[config.mk]
export PLATFORM = sky130hd
export DESIGN_NAME = tag_store_flush_error_capture
export DESIGN_NICKNAME = d
export VERILOG_FILES = /design/src/pkg/tag_maint_pkg.sv /design/src/hdl/tag_store_flush_error_capture.sv /design/src/hdl/valid_bank.sv
export VERILOG_INCLUDE_DIRS = /design/src /design/src/pkg
export SDC_FILE = /design/constraint.sdc
export NUM_CORES = 1
export LEC_CHECK = 0
export BUFFER_PORTS_ARGS = -buffer_cell sky130_fd_sc_hd__buf_2
export CAP_MARGIN = 20
export CORE_MARGIN = 2
export CORE_UTILIZATION = 48
export DETAILED_ROUTE_END_ITERATION = 10
export GPL_TIMING_DRIVEN = 0
export PLACE_DENSITY = 0.8
export SLEW_MARGIN = 30
export SYNTH_ARGS = -nofsm -noshare
export SYNTH_HDL_FRONTEND = slang
export SYNTH_SLANG_ARGS = --single-unit
[constraint.sdc]
create_clock -name clk -period 1.7 [get_ports clk]
set_clock_uncertainty 0.2 [all_clocks]
set_input_delay 0.255 -clock clk [delete_from_list [all_inputs] [get_ports clk]]
set_output_delay 0.255 -clock clk [all_outputs]
set_load 0.05 [all_outputs]
[src/pkg/tag_maint_regs.svh]
// Register numbers, field positions, reset values and sizes for the tag maintenance block.
`ifndef TAG_MAINT_REGS_SVH
`define TAG_MAINT_REGS_SVH
`define REG_ERR_ADDR      8'h78
`define REG_FLUSH_BACKUP  8'h79
`define REG_FLUSH_PRIMARY 8'h7A
`define ERR_ADDR_HI       29
`define ERR_ADDR_LO       3
`define INV_ADDR_HI       28
`define INV_ADDR_LO       4
`define BACKUP_IDX_BITS   4
`define PRIMARY_IDX_BITS  4
`define RESET_ZERO_32     32'h0000_0000
`define FLUSH_CYCLES      1
`endif

[src/pkg/tag_maint_pkg.sv]
// Types shared by the tag maintenance block.
package tag_maint_pkg;
	typedef struct packed {
		logic        valid;
		logic        write;
		logic [7:0]  regnum;
		logic [31:0] wdata;
	} proc_reg_req_s;
	typedef struct packed {
		logic        done;
		logic [31:0] rdata;
	} proc_reg_rsp_s;
	typedef struct packed {
		logic        valid;
		logic [24:0] addr;
	} inv_req_s;
	typedef struct packed {
		logic        valid;
		logic [26:0] addr;
	} inv_out_s;
endpackage

[src/hdl/tag_store_flush_error_capture.sv]
// Tag controller maintenance: error address capture, flushes and invalidate filtering.
`timescale 1ns/1ps
`include "tag_maint_regs.svh"
module tag_store_flush_error_capture (
	// Clock and reset.
	input  wire logic                          clk,
	input  wire logic                          reset_n,
	// Processor register port.
	input  wire tag_maint_pkg::proc_reg_req_s  preg_req,
	output tag_maint_pkg::proc_reg_rsp_s       preg_rsp,
	// Control bits.
	input  wire logic                          backup_tags_on_set,
	input  wire logic                          primary_copy_on_set,
	output logic                               backup_tags_on,
	output logic                               primary_copy_on,
	// Error reporting.
	input  wire logic                          status_load,
	input  wire logic                          status_lock_clear,
	input  wire logic                          err_is_primary_copy,
	input  wire logic                          cur_is_inv,
	input  wire logic [29:0]                   cur_addr,
	output logic                               status_lock,
	// Cache traffic.
	input  wire logic                          cacheable_read,
	input  wire logic [29:0]                   read_addr,
	input  wire logic                          backup_fill,
	input  wire tag_maint_pkg::inv_req_s       inv_req,
	output tag_maint_pkg::inv_out_s            local_inv,
	output logic                               backup_inv_hit
);
	import tag_maint_pkg::*;

	// ****************************************************************
	// State.
	// ****************************************************************
	typedef struct packed {
		logic          lock;
		logic          bk_on;
		logic          pc_on;
		logic [26:0]   err_addr;
		proc_reg_rsp_s rsp;
		inv_out_s      inv;
		logic          bk_hit;
	} top_state_s;
	top_state_s st_r;
	top_state_s st_nxt;

	logic flush_bk;
	logic flush_pc;
	logic pc_valid;
	logic bk_valid;
	logic [`PRIMARY_IDX_BITS-1:0] rd_idx;
	logic [`PRIMARY_IDX_BITS-1:0] inv_idx;

	// Flush fires on the write alone; the data bus is never looked at.
	assign flush_bk = preg_req.valid && preg_req.write
		&& preg_req.regnum == `REG_FLUSH_BACKUP;
	assign flush_pc = preg_req.valid && preg_req.write
		&& preg_req.regnum == `REG_FLUSH_PRIMARY;
	assign rd_idx  = read_addr[`INV_ADDR_LO +: `PRIMARY_IDX_BITS];
	assign inv_idx = inv_req.addr[`PRIMARY_IDX_BITS-1:0];

	// ****************************************************************
	// Valid bit banks.
	// ****************************************************************
	valid_bank #(.IDX_BITS(`PRIMARY_IDX_BITS)) u_primary_copy (
		.clk        (clk),
		.reset_n    (reset_n),
		.flush      (flush_pc),
		.set_en     (cacheable_read),
		.set_idx    (rd_idx),
		.look_idx   (inv_idx),
		.look_valid (pc_valid)
	);
	// Fills are suppressed while the backup store is off.
	valid_bank #(.IDX_BITS(`BACKUP_IDX_BITS)) u_backup (
		.clk        (clk),
		.reset_n    (reset_n),
		.flush      (flush_bk),
		.set_en     (backup_fill && st_r.bk_on),
		.set_idx    (rd_idx),
		.look_idx   (inv_idx),
		.look_valid (bk_valid)
	);

	// ****************************************************************
	// Next state.
	// ****************************************************************
	always_comb begin
		st_nxt = st_r;
		st_nxt.rsp.done  = preg_req.valid;
		st_nxt.rsp.rdata = `RESET_ZERO_32;
		if (preg_req.valid && !preg_req.write && preg_req.regnum == `REG_ERR_ADDR) begin
			st_nxt.rsp.rdata[`ERR_ADDR_HI:`ERR_ADDR_LO] = st_r.err_addr;
		end
		// Enables only ever set here; reset is the sole clear.
		if (backup_tags_on_set) begin
			st_nxt.bk_on = 1'b1;
		end
		if (primary_copy_on_set) begin
			st_nxt.pc_on = 1'b1;
		end
		// Errors from a disabled copy neither capture nor lock.
		// A clear in the cycle of a new error frees the lock for that error, so set wins.
		if (status_load && !(err_is_primary_copy && !st_r.pc_on)
			&& (!st_r.lock || status_lock_clear)) begin
			// Capture is on the status load alone; a late bus error may find a newer address.
			st_nxt.lock = 1'b1;
			if (cur_is_inv) begin
				st_nxt.err_addr = {1'b0, cur_addr[`INV_ADDR_HI:`INV_ADDR_LO], 1'b0};
			end else begin
				st_nxt.err_addr = cur_addr[`ERR_ADDR_HI:`ERR_ADDR_LO];
			end
		end else if (status_lock_clear) begin
			st_nxt.lock = 1'b0;
		end
		// Invalidates go out only on a hit in an enabled copy.
		st_nxt.inv.valid = inv_req.valid && st_r.pc_on && pc_valid;
		st_nxt.inv.addr  = {1'b0, inv_req.addr, 1'b0};
		st_nxt.bk_hit    = inv_req.valid && st_r.bk_on && bk_valid;
	end

	always_ff @(posedge clk or negedge reset_n) begin
		if (!reset_n) begin
			st_r <= '0;
		end else begin
			st_r <= st_nxt;
		end
	end

	assign preg_rsp        = st_r.rsp;
	assign backup_tags_on  = st_r.bk_on;
	assign primary_copy_on = st_r.pc_on;
	assign status_lock     = st_r.lock;
	assign local_inv       = st_r.inv;
	assign backup_inv_hit  = st_r.bk_hit;
endmodule

[src/hdl/valid_bank.sv]
// One bank of tag valid bits with flush, set and lookup.
`timescale 1ns/1ps
module valid_bank #(
	parameter int IDX_BITS = 4
) (
	// Clock and reset.
	input  wire logic                clk,
	input  wire logic                reset_n,
	// Updates.
	input  wire logic                flush,
	input  wire logic                set_en,
	input  wire logic [IDX_BITS-1:0] set_idx,
	// Lookup.
	input  wire logic [IDX_BITS-1:0] look_idx,
	output logic                     look_valid
);
	typedef struct packed {
		logic [(1<<IDX_BITS)-1:0] bits;
	} bank_state_s;
	bank_state_s st_r;
	bank_state_s st_nxt;
	always_comb begin
		st_nxt = st_r;
		// Set comes after flush so a fill in the flush cycle survives.
		if (flush) begin
			st_nxt.bits = '0;
		end
		if (set_en) begin
			st_nxt.bits[set_idx] = 1'b1;
		end
	end
	always_ff @(posedge clk or negedge reset_n) begin
		if (!reset_n) begin
			st_r <= '0;
		end else begin
			st_r <= st_nxt;
		end
	end
	assign look_valid = st_r.bits[look_idx];
endmodule

==> qor.csv, run 1 <==
stage,metric,value,unit
logic_synthesis,ys_seq_area_share,61.27,%
placement,portBuffers,134,
global_route,grt_max_degree,63,
cts,cts.sinks,117,
logic_synthesis,ys_seq_elements,117,
route,final_antenna_net_count,0,
critical_path,reg2reg_depth,3,
timing,hold_ws,59.03,ps
timing,setup_tns,0,ps
cts,clk-insertion-delay-late,510,ps
route,vias_per_cell,4.679,
power_and_ir_drop,leakage,3.595,nW
critical_path,required,1890,ps
die,fp.dieH,103.8,um
die,die_w,103.8,um
die,placementRows,36,
die,ios,203,
cts,postCtsSetupRepairBufs,0,
cts,clockRootBuffer,clkbuf_8,
logic_synthesis,netlist_area,0.004778,sq mm
critical_path,crit_chain,nand2b_4 > a21bo_2 > dlygate4sd3_1,
critical_path,cp-start-kind,flip-flop,
global_route,grt_pass1_wl,17780,um
critical_path,cpMaxStageDelayCell,dlygate4sd3_1,
global_route,antenna_found_initial,0,
route,postRouteWirelength,10860,um
critical_path,critical_path_class,reg2reg,
status,outcome,completed,
power_and_ir_drop,pwr_density_cell,1136,mW/mm^2
power_and_ir_drop,total_power,0.007981,W
logic_synthesis,synth.distinct_cells,30,
timing,finalHoldViolCount,0,
logic_synthesis,synthTopCellsByCount,"dfrtp_1, buf_4, nand2_1",
cts,cts_max_level,4,
logic_synthesis,netlist_instances,379,
critical_path,critPathTopFamily,buffers and inverters,
critical_path,path_buf_inv,1,
logic_synthesis,ys_warn_count,0,
logic_synthesis,synth_edf_count,0,
logic_synthesis,ys.flop_type,dfrtp_1,
route,vias,3514,
critical_path,end_kind,flip-flop,
cells_and_area,fin_nets,743,
timing,setup_viol,0,
cts,cts_buffers,17,
cells_and_area,drive_gt1_share,43.85,%
cts,cts.path.max_buffers,2,
placement,place_ws,-29.36,ps
global_route,grt_pass1_vias,3738,
timing,timing.fmax,598.8,MHz
logic_synthesis,synth_top_area_cell,dfrtp_1,
power_and_ir_drop,vdd_drop_max,575.3,uV
min_path,hp-class,in2async,
critical_path,crit_path_max_fanout,4,
logic_synthesis,async_reset_ff_share,100.0,%
placement,dp_hpwl,6694,um
die,coreArea,0.009729,sq mm
die,fp.dieArea,0.01077,sq mm
critical_path,arrival,1860,ps
timing,fin_crit_sh,98.23,%
route,routedWlPerCell,14.46,um
timing,fin_ws,30.03,ps
logic_synthesis,yosysMostFrequentCell,dfrtp_1,
logic_synthesis,avgSynthCellArea,12.61,sq um
placement,gp_congestion,0.8254,
job,maxCapViolCount,0,
timing,drv_slew,0,
timing,worst_slew_pin_slew,505.7,ps
critical_path,cpPeakStageDelay,560,ps
cts,cts_tree,yes,
route,drtPass1Iterations,4,
global_route,grt_use_total,21.26,%
cts,clk_pin_slew,60,ps
route,drc_errors,0,
cells_and_area,synthToLayoutAreaGrowth,47.03,%
logic_synthesis,synth.area.top_cells,"dfrtp_1, buf_4, mux2_2",
timing,finalCriticalPeriod,1670,ps
logic_synthesis,synth_top_area_share,61.27,%
cells_and_area,num_antenna_cells,0,
die,initial_core_util,49.11,%
critical_path,path_depth,3,
timing,max_slew_margin,66.29,%
route,drt_iter0_markers,123,
global_route,overflow,0,
-- power breakdown --
group,leakage [nW],switching (W),internal (W)
sequential,1.38,0.000143,0.00307
combinational,1.90,0.000526,0.000496
clock,0.315,0.00117,0.00257
-- per-stage QoR --
stage                     cells  area (sq um)  utilization (%)
after global routing        751          7025            72.21
after detailed placement    653          5685            58.44
after floorplan             385          4815                -
after CTS                   751          6982            71.76
final                       751          7025            72.21
after global placement      652          5652            58.09
-- final timing paths --
check | start | end | slack [ps]
setup reg to reg | primary_copy_on | status_lock | 30
min in group clk | preg_req[32] | u_primary_copy.st_r[15] | 60
max in group asynchronous | reset_n | st_r[88] | 560
setup / recovery | primary_copy_on | status_lock | 30
hold reg to reg | st_r[62] | preg_rsp[3] | 270
hold / removal | reset_n | local_inv[9] | 60
-- area by class of cell --
type | instances | area (sq um)
Sequential cell | 117 | 2932
Fill cell | 648 | 2704
Timing Repair Buffer | 202 | 1418
Multi-Input combinational cell | 194 | 1323
Buffer | 72 | 549.3
Clock buffer | 24 | 490.5
Tap cell | 133 | 166.4
Clock inverter | 8 | 143.9
Inverter | 1 | 3.754
-- layer usage --
metal  routed length [um]  track usage [%]  share of wire (%)  vias up
li1                     -                -                  -     1669
met1                 4201            23.58                 39     1697
met2                 5883            38.13                 54      124
met3                  481            5.286                4.4       24
met4                  292            10.33                2.7        0
met5                    0                0                  0        -
-- cells by family (layout without fill, tap and decap cells) --
| group | Yosys count | count (layout) | synth area share (%) |
|---|---|---|---|
| other | 1 | 7 | 0.07848 |
| buffers and inverters | 74 | 307 | 11.68 |
| and+or+nand+nor | 105 | 105 | 11.78 |
| AOI/OAI and AO/OA | 41 | 41 | 5.473 |
| muxes | 41 | 41 | 9.715 |
| DFF | 117 | 117 | 61.27 |
-- worst register-to-register path, cell delays in order (launching register included) --
cell and delay, ps:
dfrtp_2 440, nand2b_4 150, a21bo_2 200, dlygate4sd3_1 560
-- flip-flops by register name, indices dropped and copies added (netlist names) --
signal and count:
status_lock 1, backup_inv_hit 1, u_backup.st_r 16, local_inv 26, primary_copy_on 1, u_primary_copy.st_r 16
backup_tags_on 1, preg_rsp 28, st_r 27
-- placed cells by master (no fill, tap or decap), types with 5 or more instances in the layout --
cell,instances
buf_2,123
dfrtp_1,114
buf_4,74
dlygate4sd3_1,67
nand2_1,39
and2_1,27
o21ai_0,23
mux2_2,19
mux2i_1,16
clkbuf_16,16
buf_6,8
nand2b_1,7
conb_1,7
nand3_1,6
mux2_4,6
clkbuf_8,6
nor2b_1,5
nand4_1,5
-- timing repair --
action / in CTS / in global routing
setup endpoints to repair: 6 / 22
hold buffers: 67 / 0
hold endpoints to repair: 204 / 0
gates resized for setup: 1 / 30
No activity file was read; power rests on OpenSTA's default activity.
==> run 2: changes to the inputs <==
--- a/config.mk
+++ b/config.mk
@@ -8,11 +8,13 @@
 export LEC_CHECK = 0
 export BUFFER_PORTS_ARGS = -buffer_cell sky130_fd_sc_hd__buf_2
 export CAP_MARGIN = 20
+export CELL_PAD_IN_SITES_DETAIL_PLACEMENT = 1
+export CELL_PAD_IN_SITES_GLOBAL_PLACEMENT = 2
 export CORE_MARGIN = 2
-export CORE_UTILIZATION = 48
+export CORE_UTILIZATION = 29
 export DETAILED_ROUTE_END_ITERATION = 10
 export GPL_TIMING_DRIVEN = 0
-export PLACE_DENSITY = 0.8
+export PLACE_DENSITY_LB_ADDON = 0.1
 export SLEW_MARGIN = 30
 export SYNTH_ARGS = -nofsm -noshare
 export SYNTH_HDL_FRONTEND = slang
==> run 2 against run 1 <==
Compared with the run above: register-to-register slack better by 50 ps; largest cell class unchanged; design area is 1.3% higher; critical endpoint is now u_backup.st_r[2]; utilization is 28 points lower.
==> qor.csv, run 2 (synthesized netlist as in run 1, its figures left out) <==
stage,metric,value,unit,change
status,outcome,completed,,
critical_path,arrival,1750,ps,-110 ps
timing,setup_viol,0,,unchanged
critical_path,cpPeakStageDelay,530,ps,-30 ps
cells_and_area,drive_gt1_share,44.94,%,+1.1 points
global_route,grt_use_total,14.28,%,-7.0 points
global_route,grt_pass1_wl,19490,um,+9.6%
die,placementRows,46,,+28%
timing,finalCriticalPeriod,1638,ps,-31.48 ps
die,fp.dieArea,0.01752,sq mm,+63%
die,coreArea,0.01600,sq mm,+64%
cts,cts.path.max_buffers,2,,unchanged
die,die_w,132.4,um,+28%
cells_and_area,synthToLayoutAreaGrowth,48.91,%,
critical_path,cpMaxStageDelayCell,dlygate4sd3_1,,
cells_and_area,fin_nets,749,,+0.81%
global_route,grt_max_degree,62,,-1.6%
power_and_ir_drop,leakage,3.589,nW,-0.16%
route,vias_per_cell,4.119,,-12%
placement,dp_hpwl,8157,um,+22%
min_path,hp-class,in2reg,,
cells_and_area,final_common_cell,buf_2,,
cts,cts_tree,yes,,
route,postRouteWirelength,11750,um,+8.2%
timing,worst_slew_pin_slew,496.2,ps,-9.434 ps
cells_and_area,instances_no_fill,839,,+12%
route,final_antenna_net_count,0,,unchanged
cells_and_area,fin_area,0.007116,sq mm,+1.3%
timing,timing.fmax,610.3,MHz,+1.9%
power_and_ir_drop,pwr_density_cell,1097,mW/mm^2,-3.4%
timing,setup_tns,0,ps,unchanged
timing,finalHoldViolCount,0,,unchanged
critical_path,required,1810,ps,-80 ps
timing,drv_slew,0,,unchanged
global_route,overflow,0,,unchanged
route,drc_errors,0,,unchanged
global_route,grt.busiest_layer,met2,,
global_route,use_met2,23.20,%,-15 points
cells_and_area,seq_area,0.002930,sq mm,about the same
global_route,antenna_found_initial,0,,unchanged
cells_and_area,multi_input_area,0.001335,sq mm,+0.95%
global_route,use_met1,18.03,%,-5.6 points
power_and_ir_drop,vdd_drop_max,636.2,uV,+11%
cts,cts_max_level,4,,unchanged
route,routedWlPerCell,14.01,um,-3.1%
critical_path,path_buf_inv,2,,+1
placement,place_area,0.005793,sq mm,+1.9%
die,fp.dieH,132.4,um,+28%
critical_path,cp-start-kind,primary input,,
timing,max_slew_margin,66.66,%,+0.37 points
die,ios,203,,unchanged
timing,hold_ws,36.55,ps,-22.48 ps
critical_path,crit_chain,dlygate4sd3_1 > buf_2 > nand2b_2 > or2_2 > o31ai_2,,
cts,clk_pin_slew,50,ps,about the same
global_route,grt_pass1_vias,3746,,+0.21%
cts,clk-insertion-delay-late,400,ps,-110 ps
placement,post-place-cells,736,,+13%
power_and_ir_drop,total_power,0.007807,W,-2.2%
timing,fin_crit_sh,96.38,%,-1.9 points
job,maxCapViolCount,0,,unchanged
timing,grt_setup_unrepaired,false,,
cells_and_area,fillers,1764,,+170%
cells_and_area,largest_reg_flops,28,,unchanged
cts,cts_buffers,17,,unchanged
critical_path,critical_path_class,in2reg,,
critical_path,crit_path_max_fanout,7,,+3
placement,portBuffers,134,,unchanged
cts,cts.sinks,117,,unchanged
route,drt_iter0_markers,143,,+16%
route,vias,3456,,-1.7%
global_route,grt_util_met3,4.306,%,-0.98 points
placement,gp_congestion,0.6972,,-16%
critical_path,end_kind,flip-flop,,
route,drtPass1Iterations,4,,unchanged
die,initial_core_util,29.86,%,-19 points
cts,clockRootBuffer,clkbuf_16,,
cells_and_area,num_antenna_cells,0,,unchanged
critical_path,critPathTopFamily,buffers and inverters,,
cells_and_area,layout_common_cells,"buf_2, dfrtp_1, buf_4, dlygate4sd3_1, nand2_1",,
==> run 2: changes by cell type in the layout (fill, tap and decap cells not counted), sizes merged <==
| cell | previous run | this run |
|---|---|---|
| buf | 206 | 215 |
| dlygate4sd3 | 67 | 64 |
| clkinvlp | 0 | 3 |
| clkbuf | 25 | 23 |
| clkinv | 4 | 3 |
| bufinv | 4 | 3 |
==> run 2: per-layer routing <==
metal / part of all wire (%) / routed length [um]
met1: 44 / 5137
met4: 1.1 / 132
met2: 50 / 5894
met5: 0 / 0
met3: 5.0 / 589
==> run 2: worst register-to-register path: cells and delay by family, from the launching register on <==
family,cells,cell delay (ps)
simple gates,1,140
compound gates,1,200
buf+inv,1,550
flops,1,410
==> run 2: path summary, 6_finish.rpt <==
kind                       depth (start not counted)  slack [ps]            start                to
min in group asynchronous                          2         160          reset_n      local_inv[9]
min reg2reg                                        1         270         st_r[75]      preg_rsp[16]
min                                                3          40     read_addr[7]  u_backup.st_r[4]
max                                                5          60     read_addr[4]  u_backup.st_r[2]
max in group asynchronous                          3         490          reset_n          st_r[67]
max reg2reg                                        3          80  primary_copy_on       status_lock
==> run 2: repair_timing <==
item | CTS | global route
endpoints found under the hold margin | 117 | 0
pin swaps | 0 | 1
buffers inserted | 1 | 7
hold buffers | 64 | 0
resized for setup | 1 | 4
gates cloned | 0 | 0
setup endpoints to repair | 16 | 21
==> run 2: per-stage QoR <==
| step | util, % | worst slack, ps |
|---|---|---|
| after global routing | 44.47 | 1.690 |
| final | 44.47 | 61.51 |
| after floorplan | - | 15.52 |
| after detailed placement | 36.21 | -132.5 |
| after CTS | 44.05 | 15.94 |
| after global placement | 35.97 | -1557 |
==> run 2: final cells by class <==
class	count	share of cell area (%)
Clock buffer	22	6.524
Tap cell	216	3.798
Sequential cell	117	41.18
Clock inverter	9	1.794
Timing Repair Buffer	207	20.01
Inverter	1	0.05275
Multi-Input combinational cell	194	18.76
Buffer	73	7.878
==> run 2: power by group <==
group          switching (W)  internal (W)
combinational       0.000532      0.000496
sequential          0.000130       0.00307
clock                0.00121       0.00236
total                0.00187       0.00593
==> run 3: changes to the inputs <==
--- a/config.mk
+++ b/config.mk
@@ -6,13 +6,13 @@
 export SDC_FILE = /design/constraint.sdc
 export NUM_CORES = 1
 export LEC_CHECK = 0
-export BUFFER_PORTS_ARGS = -buffer_cell sky130_fd_sc_hd__buf_2
 export CAP_MARGIN = 20
 export CELL_PAD_IN_SITES_DETAIL_PLACEMENT = 1
 export CELL_PAD_IN_SITES_GLOBAL_PLACEMENT = 2
 export CORE_MARGIN = 2
-export CORE_UTILIZATION = 29
+export CORE_UTILIZATION = 39
 export DETAILED_ROUTE_END_ITERATION = 10
+export DONT_BUFFER_PORTS = 1
 export GPL_TIMING_DRIVEN = 0
 export PLACE_DENSITY_LB_ADDON = 0.1
 export SLEW_MARGIN = 30
==> constraint.sdc (replaced) <==
create_clock -name clk -period 1.7 [get_ports clk]
set_clock_uncertainty 0.2 [all_clocks]
set_input_delay 0.34 -clock clk [delete_from_list [all_inputs] [get_ports clk]]
set_output_delay 0.34 -clock clk [all_outputs]
set_load 0.005 [all_outputs]
==> run 3 against run 2 <==
Compared with the run above: routed wire length fell by 9.1%; die area is 25% lower; register-to-register slack got worse by 20 ps; final cell count decreased by 25%; critical endpoint is now st_r[64]; setup slack got worse by 3.4 ps; critical path depth unchanged; non-clock buffer count down 141; the flow now finishes with violations (negative hold slack); utilization up 8.4 points; total power down 0.19%; sequential cell count unchanged.
==> qor.csv, run 3 (synthesized netlist as in run 1, its figures left out) <==
stage,metric,value,unit,change
cells_and_area,fin_area,0.006327,sq mm,-11%
cells_and_area,synthToLayoutAreaGrowth,32.42,%,
global_route,grt_pass1_wl,16810,um,-14%
global_route,grt_pass1_vias,3256,,-13%
timing,setup_viol,0,,unchanged
route,drc_errors,0,,unchanged
critical_path,crit_path_max_fanout,7,,unchanged
cts,clockRootBuffer,clkbuf_16,,
die,ios,203,,unchanged
route,top_layer_used,met4,,
die,fp.dieArea,0.01315,sq mm,-25%
placement,place_area,0.004985,sq mm,-14%
job,maxCapViolCount,0,,unchanged
critical_path,crit_chain,nand2b_4 > nand3_2 > buf_6 > buf_12 > mux2_2,,
cts,cts_tree,yes,,
critical_path,critPathTopFamily,flip-flops,,
die,die_w,114.7,um,-13%
route,met2WireLength,5571,um,-5.5%
status,outcome,"complete, but fails checks",,
critical_path,cpMaxStageDelayCell,dfrtp_2,,
timing,hold_ws,-569.5,ps,-606.0 ps
die,initial_core_util,39.95,%,+10 points
cts,cts.path.max_buffers,2,,unchanged
route,vias_per_cell,4.710,,+14%
cts,cts_hold_buf,64,,unchanged
placement,dp_hpwl,6726,um,-18%
placement,portBuffers,0,,-100%
cells_and_area,final_common_cell,dfrtp_1,,
timing,setup_tns,0,ps,unchanged
route,vias,2967,,-14%
route,drt_iter0_markers,109,,-24%
power_and_ir_drop,vdd_drop_max,1077,uV,+69%
timing,finalHoldViolCount,117,,+117
die,fp.dieH,114.7,um,-13%
power_and_ir_drop,pwr_density_cell,1231,mW/mm^2,+12%
cells_and_area,multi_input_area,0.001328,sq mm,-0.56%
route,postRouteWirelength,10690,um,-9.1%
route,routedWlPerCell,16.96,um,+21%
power_and_ir_drop,leakage,3.016,nW,-16%
cts,cts.sinks,117,,unchanged
timing,timing.fmax,609.1,MHz,-0.21%
critical_path,crit_start,primary_copy_on,,
route,wl_met1,4285,um,-17%
timing,grt_setup_unrepaired,false,,
cells_and_area,largest_reg_flops,28,,unchanged
critical_path,arrival,1730,ps,-20 ps
global_route,grt_max_degree,118,,+90%
critical_path,critical_path_class,reg2reg,,
critical_path,cpPeakStageDelay,460,ps,-70 ps
cells_and_area,layout_common_cells,"dfrtp_1, buf_4, dlygate4sd3_1, nand2_1, and2_1",,
timing,drv_slew,0,,unchanged
cells_and_area,fillers,1224,,-31%
cts,clk-insertion-delay-late,410,ps,about the same
status,violations,negative hold slack,,
critical_path,r2r_start,primary_copy_on,,
timing,fin_crit_sh,96.58,%,+0.20 points
die,coreArea,0.01196,sq mm,-25%
cts,cts_buffers,17,,unchanged
die,placementRows,40,,-13%
timing,finalCriticalPeriod,1642,ps,+3.393 ps
cts,clk_pin_slew,50,ps,about the same
cells_and_area,fin_nets,608,,-19%
cells_and_area,seq_area,0.002929,sq mm,about the same
placement,gp_congestion,0.7178,,+3.0%
cells_and_area,num_antenna_cells,0,,unchanged
cts,cts_max_level,4,,unchanged
route,final_antenna_net_count,0,,unchanged
global_route,antenna_found_initial,0,,unchanged
global_route,grt_use_total,17.27,%,+3.0 points
route,wl_met3,671,um,+14%
global_route,overflow,0,,unchanged
critical_path,end_kind,flip-flop,,
cells_and_area,drive_gt1_share,28.36,%,-17 points
route,drtPass1Iterations,4,,unchanged
power_and_ir_drop,total_power,0.007792,W,-0.19%
critical_path,path_buf_inv,2,,unchanged
critical_path,required,1790,ps,-20 ps
min_path,hp-class,in2async,,
critical_path,cp-start-kind,flip-flop,,
==> run 3: per-stage QoR <==
stage / utilization, % / setup slack, ps / std cells
floorplan: - / 133.1 / 385
global placement: 41.67 / -89.55 / 532
detailed placement: 41.67 / -114.9 / 532
CTS: 52.76 / 11.28 / 630
global route: 52.90 / 7.574 / 630
finish: 52.90 / 58.11 / 630
==> run 3: repair_timing <==
| action | CTS | global route |
|---|---|---|
| buffers inserted | 2 | 0 |
| endpoints found under the hold margin | 192 | 117 |
| setup endpoints to repair | 16 | 16 |
| gates resized for setup | 3 | 3 |
| pin swaps | 0 | 0 |
==> run 3: path summary, 6_finish.rpt <==
check                                   endpoint  slack, ps  cells past startpoint
min in group clk                u_backup.st_r[7]         20                      2
worst max register to register          st_r[64]         60                      5
worst max-delay path                    st_r[64]         60                      5
max in group asynchronous       u_backup.st_r[1]       1620                      0
worst min register to register       preg_rsp[4]        270                      1
worst min-delay path            u_backup.st_r[3]       -570                      0
==> run 3: layer usage <==
| metal | vias to the layer above | global-route usage, % |
|---|---|---|
| li1 | 1398 | - |
| met4 | 0 | 6.024 |
| met2 | 89 | 29.35 |
| met5 | - | 0 |
| met1 | 1467 | 19.78 |
| met3 | 13 | 6.935 |
==> run 3: power breakdown <==
group | switching [W] | internal, W
clock | 0.00121 | 0.00271
sequential | 0.000134 | 0.00307
combinational | 0.000262 | 0.000402
==> run 3: cell type report <==
class                      instances  area share [%]
multi-input combinational        194           20.98
clock buffer                      23           7.554
inverter                           1         0.05932
buffer                            73           8.918
sequential                       117           46.29
clock inverter                     9           2.729
tap                              147           2.907
timing repair buffer              66           10.56
